### config.mk
export PLATFORM = sky130hd
export DESIGN_NAME = logger_status_ctrl
export DESIGN_NICKNAME = d
export VERILOG_FILES = /design/src/design/logger_ctrl_pkg.sv /design/src/design/blink_timer.sv /design/src/design/logger_status_ctrl.sv
export SDC_FILE = /design/constraint.sdc
export NUM_CORES = 1
export LEC_CHECK = 0
export BUFFER_PORTS_ARGS = -buffer_cell sky130_fd_sc_hd__buf_2
export CORE_ASPECT_RATIO = 1.1
export CORE_MARGIN = 3
export CORE_UTILIZATION = 40
export DETAILED_ROUTE_END_ITERATION = 12
export PLACE_DENSITY = 0.58
export SLEW_MARGIN = 20
export SYNTH_ARGS = -nofsm -noshare
export SYNTH_HDL_FRONTEND = slang
export SYNTH_HIERARCHICAL = 1
export SYNTH_SLANG_ARGS = --single-unit
### constraint.sdc
create_clock -name i_core_clk -period 4.4 [get_ports i_core_clk]
set_input_delay 0.88 -clock i_core_clk [delete_from_list [all_inputs] [get_ports i_core_clk]]
set_output_delay 0.88 -clock i_core_clk [all_outputs]
set_load 0.01 [all_outputs]
### src/design/logger_ctrl_pkg.sv
// shared constants and carriers for the logger session and status lamp
package logger_ctrl_pkg;

  localparam int unsigned CLK_HZ        = 100_000_000;
  localparam int unsigned TICK_MS       = 75;
  localparam int unsigned TICK_CYCLES   = CLK_HZ / 1000 * TICK_MS;

  // pattern figures in milliseconds, counted in 75 ms ticks
  localparam int unsigned USB_PER_MS    = 3000;
  localparam int unsigned USB_ON_MS     = 600;
  localparam int unsigned MID_PER_MS    = 1500;
  localparam int unsigned MID_ON_MS     = 300;
  localparam int unsigned MID_LEN_MS    = 5000;
  localparam int unsigned FAST_PER_MS   = 375;
  localparam int unsigned FAST_ON_MS    = 75;
  localparam int unsigned FAST_LEN_MS   = 10000;

  localparam logic [7:0] USB_PER_T  = 8'(USB_PER_MS / TICK_MS);
  localparam logic [7:0] USB_ON_T   = 8'(USB_ON_MS / TICK_MS);
  localparam logic [7:0] MID_PER_T  = 8'(MID_PER_MS / TICK_MS);
  localparam logic [7:0] MID_ON_T   = 8'(MID_ON_MS / TICK_MS);
  localparam logic [7:0] FAST_PER_T = 8'(FAST_PER_MS / TICK_MS);
  localparam logic [7:0] FAST_ON_T  = 8'(FAST_ON_MS / TICK_MS);
  localparam logic [7:0] MID_LEN_T  = 8'(MID_LEN_MS / TICK_MS);
  localparam logic [7:0] FAST_LEN_T = 8'(FAST_LEN_MS / TICK_MS);

  localparam int unsigned NAME_MAX_CHARS = 16;
  localparam int unsigned CHAN_W         = 16;

  typedef enum logic [2:0] {
    PAT_DARK  = 3'b000,
    PAT_USB   = 3'b001,
    PAT_MID   = 3'b010,
    PAT_FAST  = 3'b011,
    PAT_STEADY = 3'b100
  } pattern_t;

  typedef enum logic [1:0] {
    SES_IDLE  = 2'b00,
    SES_WAIT  = 2'b01,
    SES_RUN   = 2'b10,
    SES_FLUSH = 2'b11
  } session_t;

  // start timestamp: year offset from 2000, month, day, hour, minute, second
  typedef struct packed {
    logic [6:0] year;
    logic [3:0] month;
    logic [4:0] day;
    logic [4:0] hour;
    logic [5:0] minute;
    logic [5:0] second;
  } stamp_t;

  // one record request towards the card writer
  typedef struct packed {
    logic                valid;
    logic                new_file;
    stamp_t              name;
    logic [CHAN_W-1:0]   raw_mv;
  } record_t;

endpackage

### src/design/blink_timer.sv
// periodic lamp pattern generator paced by the common 75 ms tick
module blink_timer
  import logger_ctrl_pkg::*;
(
  input  wire logic       i_core_clk,   // system clock
  input  wire logic       i_reset,      // synchronous reset
  input  wire logic       i_tick,       // 75 ms enable pulse
  input  wire logic       i_restart,    // restart phase at lamp-on
  input  wire logic [7:0] i_period,     // period in ticks
  input  wire logic [7:0] i_on_time,    // on time in ticks
  output logic            o_lamp        // pattern level
);

  logic [7:0] phase_reg;

  always_ff @(posedge i_core_clk) begin
    if (i_reset || i_restart) begin
      phase_reg <= 8'h00;
    end else if (i_tick) begin
      if (phase_reg >= i_period - 8'h01) begin
        phase_reg <= 8'h00;
      end else begin
        phase_reg <= phase_reg + 8'h01;
      end
    end
  end

  // restart shows the lamp at once, as the check button needs
  assign o_lamp = (phase_reg < i_on_time);

endmodule

### src/design/logger_status_ctrl.sv
// logging session control and status lamp sequencing
// Function
// - usb present: lamp flashes 3 s period, 0.6 s on
// - run switch change: 1.5 s period, 0.3 s on, for 5 s
// - start fails, e.g. no card: fast flash 0.375/0.075 s for 10 s
// - on stop: 1.5 s / 0.3 s flash while final card write runs
// - check button in normal operation: flash at once while held
// - check button while abnormal: fast flash until released
// - no indication active: lamp stays dark
// - first record waits for next interval-aligned time
// - each session opens a new file named by start stamp, never overwrite
// - raw millivolt reading of every active channel always recorded
// - no equation evaluation or storage in the device
// - stored settings hold everything except equations
// - setting file name accepted up to 16 alphanumeric characters
module logger_status_ctrl
  import logger_ctrl_pkg::*;
#(
  parameter int unsigned TICK_DIV = TICK_CYCLES // cycles per 75 ms tick
)(
  input  wire logic              i_core_clk,     // 100 MHz clock
  input  wire logic              i_reset,        // synchronous, high
  input  wire logic              i_usb_present,  // usb host pin
  input  wire logic              i_run_sw,       // run switch pin, 1=start
  input  wire logic              i_check_btn,    // check button pin, 1=held
  input  wire logic              i_card_present, // card detect pin
  input  wire logic              i_fault,        // abnormal operation flag
  input  wire logic              i_interval_hit, // aligned interval pulse
  input  wire stamp_t            i_now,          // real-time clock value
  input  wire logic [CHAN_W-1:0] i_raw_mv,       // raw channel reading
  input  wire logic              i_card_busy,    // card writer busy
  input  wire logic              i_rec_ready,    // card writer ready
  input  wire logic [7:0]        i_name_char,    // setting name character
  input  wire logic              i_name_valid,   // character strobe
  input  wire logic              i_name_end,     // end of name strobe
  output logic                   o_led,          // status lamp
  output record_t                o_record,       // record to card
  output logic                   o_logging,      // session active
  output logic                   o_name_ok       // last name accepted
);

  // pins pass three flops; a change counts once stages two and three agree
  logic [2:0] usb_sync_reg, run_sync_reg, btn_sync_reg, card_sync_reg;
  logic       usb_reg, run_reg, btn_reg, card_reg, run_prev_reg;

  always_ff @(posedge i_core_clk) begin
    if (i_reset) begin
      usb_sync_reg  <= 3'h0;
      run_sync_reg  <= 3'h0;
      btn_sync_reg  <= 3'h0;
      card_sync_reg <= 3'h0;
    end else begin
      usb_sync_reg  <= {usb_sync_reg[1:0], i_usb_present};
      run_sync_reg  <= {run_sync_reg[1:0], i_run_sw};
      btn_sync_reg  <= {btn_sync_reg[1:0], i_check_btn};
      card_sync_reg <= {card_sync_reg[1:0], i_card_present};
    end
  end

  always_ff @(posedge i_core_clk) begin
    if (i_reset) begin
      usb_reg  <= 1'b0;
      run_reg  <= 1'b0;
      btn_reg  <= 1'b0;
      card_reg <= 1'b0;
    end else begin
      if (usb_sync_reg[1] == usb_sync_reg[2]) usb_reg <= usb_sync_reg[2];
      if (run_sync_reg[1] == run_sync_reg[2]) run_reg <= run_sync_reg[2];
      if (btn_sync_reg[1] == btn_sync_reg[2]) btn_reg <= btn_sync_reg[2];
      if (card_sync_reg[1] == card_sync_reg[2]) begin
        card_reg <= card_sync_reg[2];
      end
    end
  end

  always_ff @(posedge i_core_clk) begin
    if (i_reset) run_prev_reg <= 1'b0;
    else         run_prev_reg <= run_reg;
  end

  logic sw_start, sw_stop;
  assign sw_start = run_reg & ~run_prev_reg;
  assign sw_stop  = ~run_reg & run_prev_reg;

  // common 75 ms tick
  logic [23:0] tick_cnt_reg;
  logic        tick;
  assign tick = (tick_cnt_reg == 24'(TICK_DIV - 1));

  always_ff @(posedge i_core_clk) begin
    if (i_reset || tick) tick_cnt_reg <= 24'h000000;
    else                 tick_cnt_reg <= tick_cnt_reg + 24'h000001;
  end

  // session sequencing
  session_t ses_reg;
  logic     start_err;
  assign start_err = sw_start & ~card_reg;

  always_ff @(posedge i_core_clk) begin
    if (i_reset) begin
      ses_reg <= SES_IDLE;
    end else begin
      case (ses_reg)
        SES_IDLE:  if (sw_start && card_reg) ses_reg <= SES_WAIT;
        SES_WAIT: begin
          if (sw_stop) ses_reg <= SES_IDLE;
          else if (i_interval_hit && i_rec_ready) ses_reg <= SES_RUN;
        end
        SES_RUN:   if (sw_stop) ses_reg <= SES_FLUSH;
        SES_FLUSH: if (!i_card_busy) ses_reg <= SES_IDLE;
        default:   ses_reg <= SES_IDLE;
      endcase
    end
  end

  // start stamp caught at the switch; names a new file per session
  stamp_t stamp_reg;
  always_ff @(posedge i_core_clk) begin
    if (i_reset)                      stamp_reg <= '0;
    else if (sw_start && card_reg)    stamp_reg <= i_now;
  end

  // raw reading always written; no conversion path exists here
  always_ff @(posedge i_core_clk) begin
    if (i_reset) begin
      o_record <= '0;
    end else begin
      o_record.valid    <= i_interval_hit && i_rec_ready &&
                           (ses_reg == SES_WAIT || ses_reg == SES_RUN);
      o_record.new_file <= (ses_reg == SES_WAIT);
      o_record.name     <= stamp_reg;
      o_record.raw_mv   <= i_raw_mv;
    end
  end

  always_ff @(posedge i_core_clk) begin
    if (i_reset) o_logging <= 1'b0;
    else         o_logging <= (ses_reg == SES_WAIT) || (ses_reg == SES_RUN);
  end

  // setting name check: at most 16 alphanumeric characters
  logic [4:0] name_len_reg;
  logic       name_bad_reg;
  logic       alnum;
  assign alnum = (i_name_char >= 8'h30 && i_name_char <= 8'h39) ||
                 (i_name_char >= 8'h41 && i_name_char <= 8'h5a) ||
                 (i_name_char >= 8'h61 && i_name_char <= 8'h7a);

  always_ff @(posedge i_core_clk) begin
    if (i_reset || i_name_end) begin
      name_len_reg <= 5'h00;
      name_bad_reg <= 1'b0;
    end else if (i_name_valid) begin
      if (name_len_reg != 5'h1f) name_len_reg <= name_len_reg + 5'h01;
      if (!alnum || name_len_reg >= 5'(NAME_MAX_CHARS)) begin
        name_bad_reg <= 1'b1;
      end
    end
  end

  always_ff @(posedge i_core_clk) begin
    if (i_reset)         o_name_ok <= 1'b0;
    else if (i_name_end) o_name_ok <= ~name_bad_reg &&
                                      (name_len_reg != 5'h00);
  end

  // timed indications: switch change and start error
  logic [7:0] mid_left_reg, fast_left_reg;
  always_ff @(posedge i_core_clk) begin
    if (i_reset) begin
      mid_left_reg <= 8'h00;
    end else if ((sw_start && card_reg) || sw_stop) begin
      mid_left_reg <= MID_LEN_T;
    end else if (tick && mid_left_reg != 8'h00) begin
      mid_left_reg <= mid_left_reg - 8'h01;
    end
  end

  always_ff @(posedge i_core_clk) begin
    if (i_reset) begin
      fast_left_reg <= 8'h00;
    end else if (start_err) begin
      fast_left_reg <= FAST_LEN_T;
    end else if (tick && fast_left_reg != 8'h00) begin
      fast_left_reg <= fast_left_reg - 8'h01;
    end
  end

  // priority: errors and abnormal check first, then check button, then stop/start/flush, then usb; else dark
  pattern_t pat, pat_reg;
  always_comb begin
    if (fast_left_reg != 8'h00 || (btn_reg && i_fault)) pat = PAT_FAST;
    else if (btn_reg)                                pat = PAT_STEADY;
    else if (mid_left_reg != 8'h00 || ses_reg == SES_FLUSH) pat = PAT_MID;
    else if (usb_reg)                                pat = PAT_USB;
    else                                             pat = PAT_DARK;
  end

  always_ff @(posedge i_core_clk) begin
    if (i_reset) pat_reg <= PAT_DARK;
    else         pat_reg <= pat;
  end

  logic [7:0] per, on_t;
  always_comb begin
    case (pat)
      PAT_USB:    begin per = USB_PER_T;  on_t = USB_ON_T;  end
      PAT_MID:    begin per = MID_PER_T;  on_t = MID_ON_T;  end
      PAT_FAST:   begin per = FAST_PER_T; on_t = FAST_ON_T; end
      PAT_STEADY: begin per = MID_PER_T;  on_t = MID_ON_T;  end
      default:    begin per = MID_PER_T;  on_t = 8'h00;     end
    endcase
  end

  logic lamp;
  blink_timer u_blink (
    .i_core_clk (i_core_clk),
    .i_reset    (i_reset),
    .i_tick     (tick),
    .i_restart  (pat != pat_reg),
    .i_period   (per),
    .i_on_time  (on_t),
    .o_lamp     (lamp)
  );

  // the flush pattern stays up until the writer idles, so the card stays in
  always_ff @(posedge i_core_clk) begin
    if (i_reset) o_led <= 1'b0;
    else         o_led <= lamp && (pat != PAT_DARK);
  end

  property p_dark_when_idle;
    @(posedge i_core_clk) disable iff (i_reset)
      (pat_reg == PAT_DARK && pat == PAT_DARK) |=> !o_led;
  endproperty
  a_dark_when_idle: assert property (p_dark_when_idle)
    else $error("lamp lit with no indication");

  property p_err_first;
    @(posedge i_core_clk) disable iff (i_reset)
      (fast_left_reg != 8'h00) |-> (pat == PAT_FAST);
  endproperty
  a_err_first: assert property (p_err_first)
    else $error("error pattern not given priority");

  property p_start_err_len;
    @(posedge i_core_clk) disable iff (i_reset)
      start_err |=> (fast_left_reg == FAST_LEN_T);
  endproperty
  a_start_err_len: assert property (p_start_err_len)
    else $error("start error timer not loaded");

  property p_mid_len;
    @(posedge i_core_clk) disable iff (i_reset)
      sw_stop |=> (mid_left_reg == MID_LEN_T);
  endproperty
  a_mid_len: assert property (p_mid_len)
    else $error("switch change timer not loaded");

  property p_flush_hold;
    @(posedge i_core_clk) disable iff (i_reset)
      (ses_reg == SES_FLUSH && i_card_busy) |=> (ses_reg == SES_FLUSH);
  endproperty
  a_flush_hold: assert property (p_flush_hold)
    else $error("flush left while card busy");

  property p_no_early_run;
    @(posedge i_core_clk) disable iff (i_reset)
      (ses_reg == SES_WAIT && !i_interval_hit && !sw_stop) |=>
        (ses_reg == SES_WAIT);
  endproperty
  a_no_early_run: assert property (p_no_early_run)
    else $error("session ran before aligned time");

  property p_btn_fast;
    @(posedge i_core_clk) disable iff (i_reset)
      (btn_reg && i_fault) |-> (pat == PAT_FAST);
  endproperty
  a_btn_fast: assert property (p_btn_fast)
    else $error("abnormal check not fast");

  property p_btn_at_once;
    @(posedge i_core_clk) disable iff (i_reset)
      (pat == PAT_STEADY && pat_reg != PAT_STEADY) |=> ##1 o_led;
  endproperty
  a_btn_at_once: assert property (p_btn_at_once)
    else $error("check lamp not lit at once");

  c_start: cover property (@(posedge i_core_clk) ses_reg == SES_RUN);
  c_flush: cover property (@(posedge i_core_clk) ses_reg == SES_FLUSH);
  c_err:   cover property (@(posedge i_core_clk) start_err);
  c_usb:   cover property (@(posedge i_core_clk) pat == PAT_USB && o_led);

endmodule

# After elaboration in Yosys (flattened, before gate mapping)
# Cells that the tools add are included.
[totals] output_inout_bits=54 wordCells=129 input_bits=69 ff_bits=163
[op_classes] muxes=17 add_sub_neg=6 n_eq_ne=18 bitwise=7 n_reduce_logical=35 order_cmp=9
[op_table] operator="24-bit by 1-bit adder with 24-bit output (second input constant)" n=1
[op_table] operator="24-bit by 23-bit == test with 1-bit output (second input constant)" n=1
[op_table] operator="8-bit 2-to-1 mux" n=3
[op_table] operator="8-bit by 7-bit greater-or-equal comparator with 1-bit output (second input constant)" n=2
[op_table] operator="8-bit by 7-bit <= comparator with 1-bit output (second input constant)" n=2
[op_table] operator="8-bit nonzero test" n=2
[op_table] operator="8-bit by 1-bit subtractor with 8-bit output (second input constant)" n=2
[op_table] operator="7-bit 2-to-1 mux" n=2
[op_table] operator="2-bit 2-to-1 mux" n=6
[op_table] operator="4-bit one-hot mux with 3 select lines" n=1
[op_table] operator="6-bit one-hot mux with 2 select lines" n=1
[op_table] operator="1-bit logical AND" n=11
[op_table] operator="1-bit logical OR" n=10
[op_table] operator="8-bit by 1-bit adder with 8-bit output (second input constant)" n=1
[op_table] operator="8-bit by 6-bit greater-or-equal comparator with 1-bit output (second input constant)" n=1
[op_table] operator="8-bit greater-or-equal comparator" n=1
[op_table] operator="8-bit by 6-bit <= comparator with 1-bit output (second input constant)" n=1
[op_table] operator="8-bit by 4-bit less-than comparator with 1-bit output" n=1
[op_table] operator="2-bit one-hot mux with 4 select lines" n=1
[op_table] operator="6-bit by 1-bit subtractor with 7-bit output (second input constant)" n=1
[op_table] operator="3-bit by 2-bit == test with 1-bit output (second input constant)" n=2
[op_table] operator="3-bit 2-to-1 mux" n=2
[op_table] operator="2-bit != test (second input constant)" n=3
[op_table] operator="2-bit OR reduction" n=3
[op_table] operator="other kinds (20)" n=31

# Longest topological paths before layout
[logic_depth] ltp_word=10 depth_mapped=15 ltp_nobuf=15

# Cells and area by module
# Netlist, hierarchy kept.
[modules_own_cells] mod="logger_status_ctrl" cells_each=619 area_each_um2=5828.1 instances=1 seq_area_each_um2=3103.0
[modules_own_cells] mod="blink_timer" cells_each=103 area_each_um2=869.6 instances=1 seq_area_each_um2=160.2

# Least setup slack after synthesis
# OpenSTA, ideal clock, no wires.
[synth_timing] kind="register to register" from="register mid_left_reg[0]" to="register u_blink.phase_reg[4]" path_buffers=0 synth_period_minus_slack_ns=3.340 setup_time_ns=0.086 path_stages_with_launch=15 t_required_ns=4.314 arrival_ns=3.255 slack_ns=1.060 path_cell_list="dfxtp_1 inv_1 ha_1 or4b_4 nor4_4 nand3_1 nor2_1 nand3_1 nor4_1 xnor2_1 ha_1 and3_1 a221oi_4 o21ai_2 a211oi_1"
[synth_via] elab_chain_cells=10
[synth_rtl] element="start: declaration" line="logger_status_ctrl.sv:169" source="logic [7:0] mid_left_reg, fast_left_reg;"
[synth_rtl] element="start signal: assignment" line="logger_status_ctrl.sv:176" source="mid_left_reg <= mid_left_reg - 8'h01;"
[synth_rtl] element="8-bit nonzero test (*)" line="logger_status_ctrl.sv:195" source="else if (mid_left_reg != 8'h00 || ses_reg == SES_FLUSH) pat = PAT_MID;"
[synth_rtl] element="1-bit logical OR (*)" line="logger_status_ctrl.sv:195"
[synth_rtl] element="2-bit 2-to-1 mux (*)" line="logger_status_ctrl.sv:195"
[synth_rtl] element="3-bit 2-to-1 mux (*)" line="logger_status_ctrl.sv:194" source="else if (btn_reg) pat = PAT_STEADY;"
[synth_rtl] element="3-bit 2-to-1 mux (*)" line="logger_status_ctrl.sv:193" source="if (fast_left_reg != 8'h00 || (btn_reg && i_fault)) pat = PAT_FAST;"
[synth_rtl] element="3-bit by 2-bit == test with 1-bit output / 3-bit by 1-bit == test with 1-bit output (equally long branches)" line="logger_status_ctrl.sv:207" source="case (pat)"
[synth_rtl] element="6-bit one-hot mux with 2 select lines (*)" line="logger_status_ctrl.sv:207"
[synth_rtl] element="named net per[2]" line="logger_status_ctrl.sv:205" source="logic [7:0] per, on_t;"
[synth_rtl] element="6-bit by 1-bit subtractor with 7-bit output (*)" line="blink_timer.sv:20" source="if (phase_reg >= i_period - 8'h01) begin"
[synth_rtl] element="8-bit greater-or-equal comparator (*)" line="blink_timer.sv:20"
[synth_rtl] element="8-bit 2-to-1 mux (*)" line="blink_timer.sv:20"
[synth_rtl] element="end signal: assignment" line="blink_timer.sv:23" source="phase_reg <= phase_reg + 8'h01;"
[synth_rtl] element="end: declaration" line="blink_timer.sv:14" source="logic [7:0] phase_reg;"
# The timed path passes the listed nets; every way through them passes the cells marked *.
# A chain may end at the register's enable or synchronous reset.

# Worst setup path after layout
[layout_timing] from="register mid_left_reg[1]" to="register u_blink.phase_reg[6]"
# Same word-level chain as after synthesis.

==> run_results.csv <==
group,metric,value,unit
outcome,status,"complete, no violations",
critical_path,end_kind,"register",
die,start_util,41.8,%
placed_design,place_area,7460,um2
routing,drc_errors,0,
placed_design,port_buffers,122,
pwr,finalPower,3.17,mW
clocking,cts_num_sinks,163,
timing,holdWs,446,ps
logic_synthesis,ys_warn_count,6,
critical_path,worst_r2r_path_depth,14,
logic_synthesis,yosysUniqueCellTypes,66,
logic_synthesis,async_reset_ff_share,0,%
timing,tns,0,ps
clocking,tritoncts,"done",
routing,ant_nets,0,
placed_design,dp_hpwl,10100,um
hold_path,hold_end,"card_sync_reg[1]",
die,die_area,18300,um2
logic_synthesis,synth_top_area_share,48.7,%
logic_synthesis,synthTopCellsByCount,"dfxtp_1 (163), nand2_1 (98), nor2b_1 (68)",
routing,drtIter0Drc,239,
critical_path,r2r-start,"mid_left_reg[1]",
logic_synthesis,synthTopCellsByArea,"dfxtp_1 (49%), nor2b_1 (6.4%), nand2_1 (5.5%), ha_1 (5.2%), a21oi_1 (4.1%)",
timing,finalSetupViolCount,0,
timing,fin_crit_sh,84.8,%
pwr,intPower,2.46,mW
logic_synthesis,yosysMostFrequentCell,"dfxtp_1",
final_layout,nets,942,
clocking,insertion_delay,420,ps
critical_path,critical_path.max_fanout,6,
final_layout,fin_area,8080,um2
hold_path,hp-start,"card_sync_reg[0]",
timing,max_slew_margin,37.5,%
pwr,leakagePower,3.33,nW
logic_synthesis,synth_area_leader_cell,"dfxtp_1",
timing,fin_ws,669,ps
hold_path,min_path_type,"reg -> reg",
logic_synthesis,synth_area,6700,um2
clocking,cts.repair.resized,0,
timing,fin_worst_skew,9.54,ps
global_routing,antenna_found_initial,0,
timing,rsz0062_at_grt,"false",
timing,fmax,268,MHz
clocking,holdBufCountCts,0,
clocking,cts_max_level,4,
timing,slew_viol_final,0,
pwr,peakVddDrop,270,uV
critical_path,crit_type,"reg -> reg",
pwr,switching_share,22.3,%
critical_path,r2r-end,"u_blink/phase_reg[6]",
pwr,pwr-share-seq,47.4,%
clocking,clkTransAtPathRegs,70,ps
clocking,root_buffer,"clkbuf_16",
final_layout,area_delta_synth_final,20.7,%
logic_synthesis,ys.flop_type,"dfxtp_1",
timing,finalCriticalPeriod,3730,ps
routing,viasPerCell,4.95,
routing,vias,5242,
pwr,p_switching,706,uW
critical_path,required,4720,ps
global_routing,grt_start_max_net_pins,90,
timing,worst_slew_pin_slew,938,ps
placed_design,dpl_worst_slack,669,ps
die,rows,48,
critical_path,cp.arrival,4050,ps
critical_path,start_kind,"register",
logic_synthesis,synthesis.instances,722,
logic_synthesis,ys_ff_latch,163,
die,ios,123,
clocking,clock_path_buffers,2,
logic_synthesis,synth-edff-count,0,
hold_path,min_delay_path_depth,1,
placed_design,gp_congestion,0.797,
pwr,powerDensity,392,nW/um2
global_routing,grt_overflow,0,
global_routing,grt_pass1_vias,5124,
global_routing,grt_pass1_wl,23200,um
clocking,cts_setup_buffers,0,
routing,detail_route.first_pass.iterations,4,
pwr,pwr-share-comb,3.8,%
final_layout,drive_above_1_share,21.2,%
final_layout,antennaDiodeCount,0,
die,coreArea,16000,um2
run,maxCapViolCount,0,
die,die_x,129,um
die,die_h,142,um
logic_synthesis,avgSynthCellArea,9.28,um2
logic_synthesis,ys_seq_area_share,48.7,%
final_layout,largest_register_ffs,51,
global_routing,grt_usage,15.5,%
routing,wirelength,14100,um
timing,hold_viol_final,0,
clocking,numCtsBuffers,17,
routing,wl_per_cell,13.3,um
pwr,p_clk_share,48.7,%
critical_path,reg2reg_setup_slack,670,ps
==> power groups by stage <==
stage	Sequential, mW	Combinational (mW)	Clock [mW]
floorplan	1.54	0.0648	0
global placement	1.53	0.118	0
detailed placement	1.54	0.122	0
CTS	1.50	0.123	1.58
global route	1.50	0.138	1.64
finish	1.50	0.121	1.54
==> cells in the final DEF (no fill, tap or decap), drive strengths merged, types with 2 or more instances in the layout <==
cell type  synthesis  final
xnor2             17     17
nor2b             68     68
a31oi              4      4
nand3b             2      2
a21o               5      5
nor2              58     58
nor4b              5      5
and3b              2      2
a21oi             55     55
nand2b             6      6
ha                28     28
buf                8    125
o31ai              4      4
clkinv             0      4
or4                3      3
and3               8      8
nor4               6      6
bufinv             0      3
mux2i              6      6
and4               5      5
nand3             15     15
o21ai             11     11
conb               1     10
dfxtp            163    163
nand4             19     19
inv               27     33
o2111ai            3      3
clkbuf            22     18
nor3              12     12
nand2             98     98
or2                6      6
a211oi             8      8
or3                6      6
nor3b              3      3
xor2              23     23
==> layer usage <==
layer  GRT usage (%)  wire length (um)  vias to the layer above
met3            3.80               582                       16
li1                -                 -                     2674
met4            6.03               196                        0
met1            18.3              6230                     2434
met2            26.9              7090                      118
met5               0                 0                        -
==> cell families after synthesis <==
logic type / synth area share [%]
adder cells (fa/ha/maj): 5.23
flip-flops: 48.7
AO/OA/AOI/OAI: 9.27
XOR/XNOR: 5.23
AND/OR/NAND/NOR: 26.8
other: 0.0560
buffers and inverters: 3.83
multiplexers: 0.897
==> worst max path at each step <==
stage / start / end / slack [ps] / cells after the start
final: mid_left_reg[1] / u_blink/phase_reg[6] / 670 / 14
after global routing: mid_left_reg[1] / u_blink/phase_reg[6] / 310 / 14
after CTS: mid_left_reg[1] / u_blink/phase_reg[6] / 650 / 14
after detailed placement: mid_left_reg[1] / u_blink/phase_reg[6] / 670 / 14
after global placement: mid_left_reg[0] / u_blink/phase_reg[7] / 850 / 14
after floorplan: mid_left_reg[0] / u_blink/phase_reg[4] / 1060 / 14
==> per-stage QoR <==
step	instances	utilization [%]
6_report	1058	50.4
5_1_grt	1058	50.4
4_1_cts	1058	50.4
3_5_place_dp	1026	46.5
3_3_place_gp	1026	46.5
2_1_floorplan	731	-
==> area by class of cell <==
cell class / count / area [um2]
Clock buffer: 18 / 429
Tap cell: 200 / 250
Inverter: 27 / 101
Multi-Input combinational cell: 511 / 3210
Fill cell: 1515 / 7950
Timing Repair Buffer: 125 / 636
Clock inverter: 14 / 190
Sequential cell: 163 / 3260
==> worst max-delay path, cell delays in order, from the launching register on <==
cell      delay (ps)
dfxtp_1          330
inv_1             80
ha_1             200
or4b_4           500
nor4_4           330
nand3_1          230
nor2_1           170
nand3_1          120
nor4_1           240
xnor2_1          120
ha_1             330
and3_1           220
a221oi_4         360
o21ai_2          140
a211oi_1         280
(Power assumes the default switching activity.)
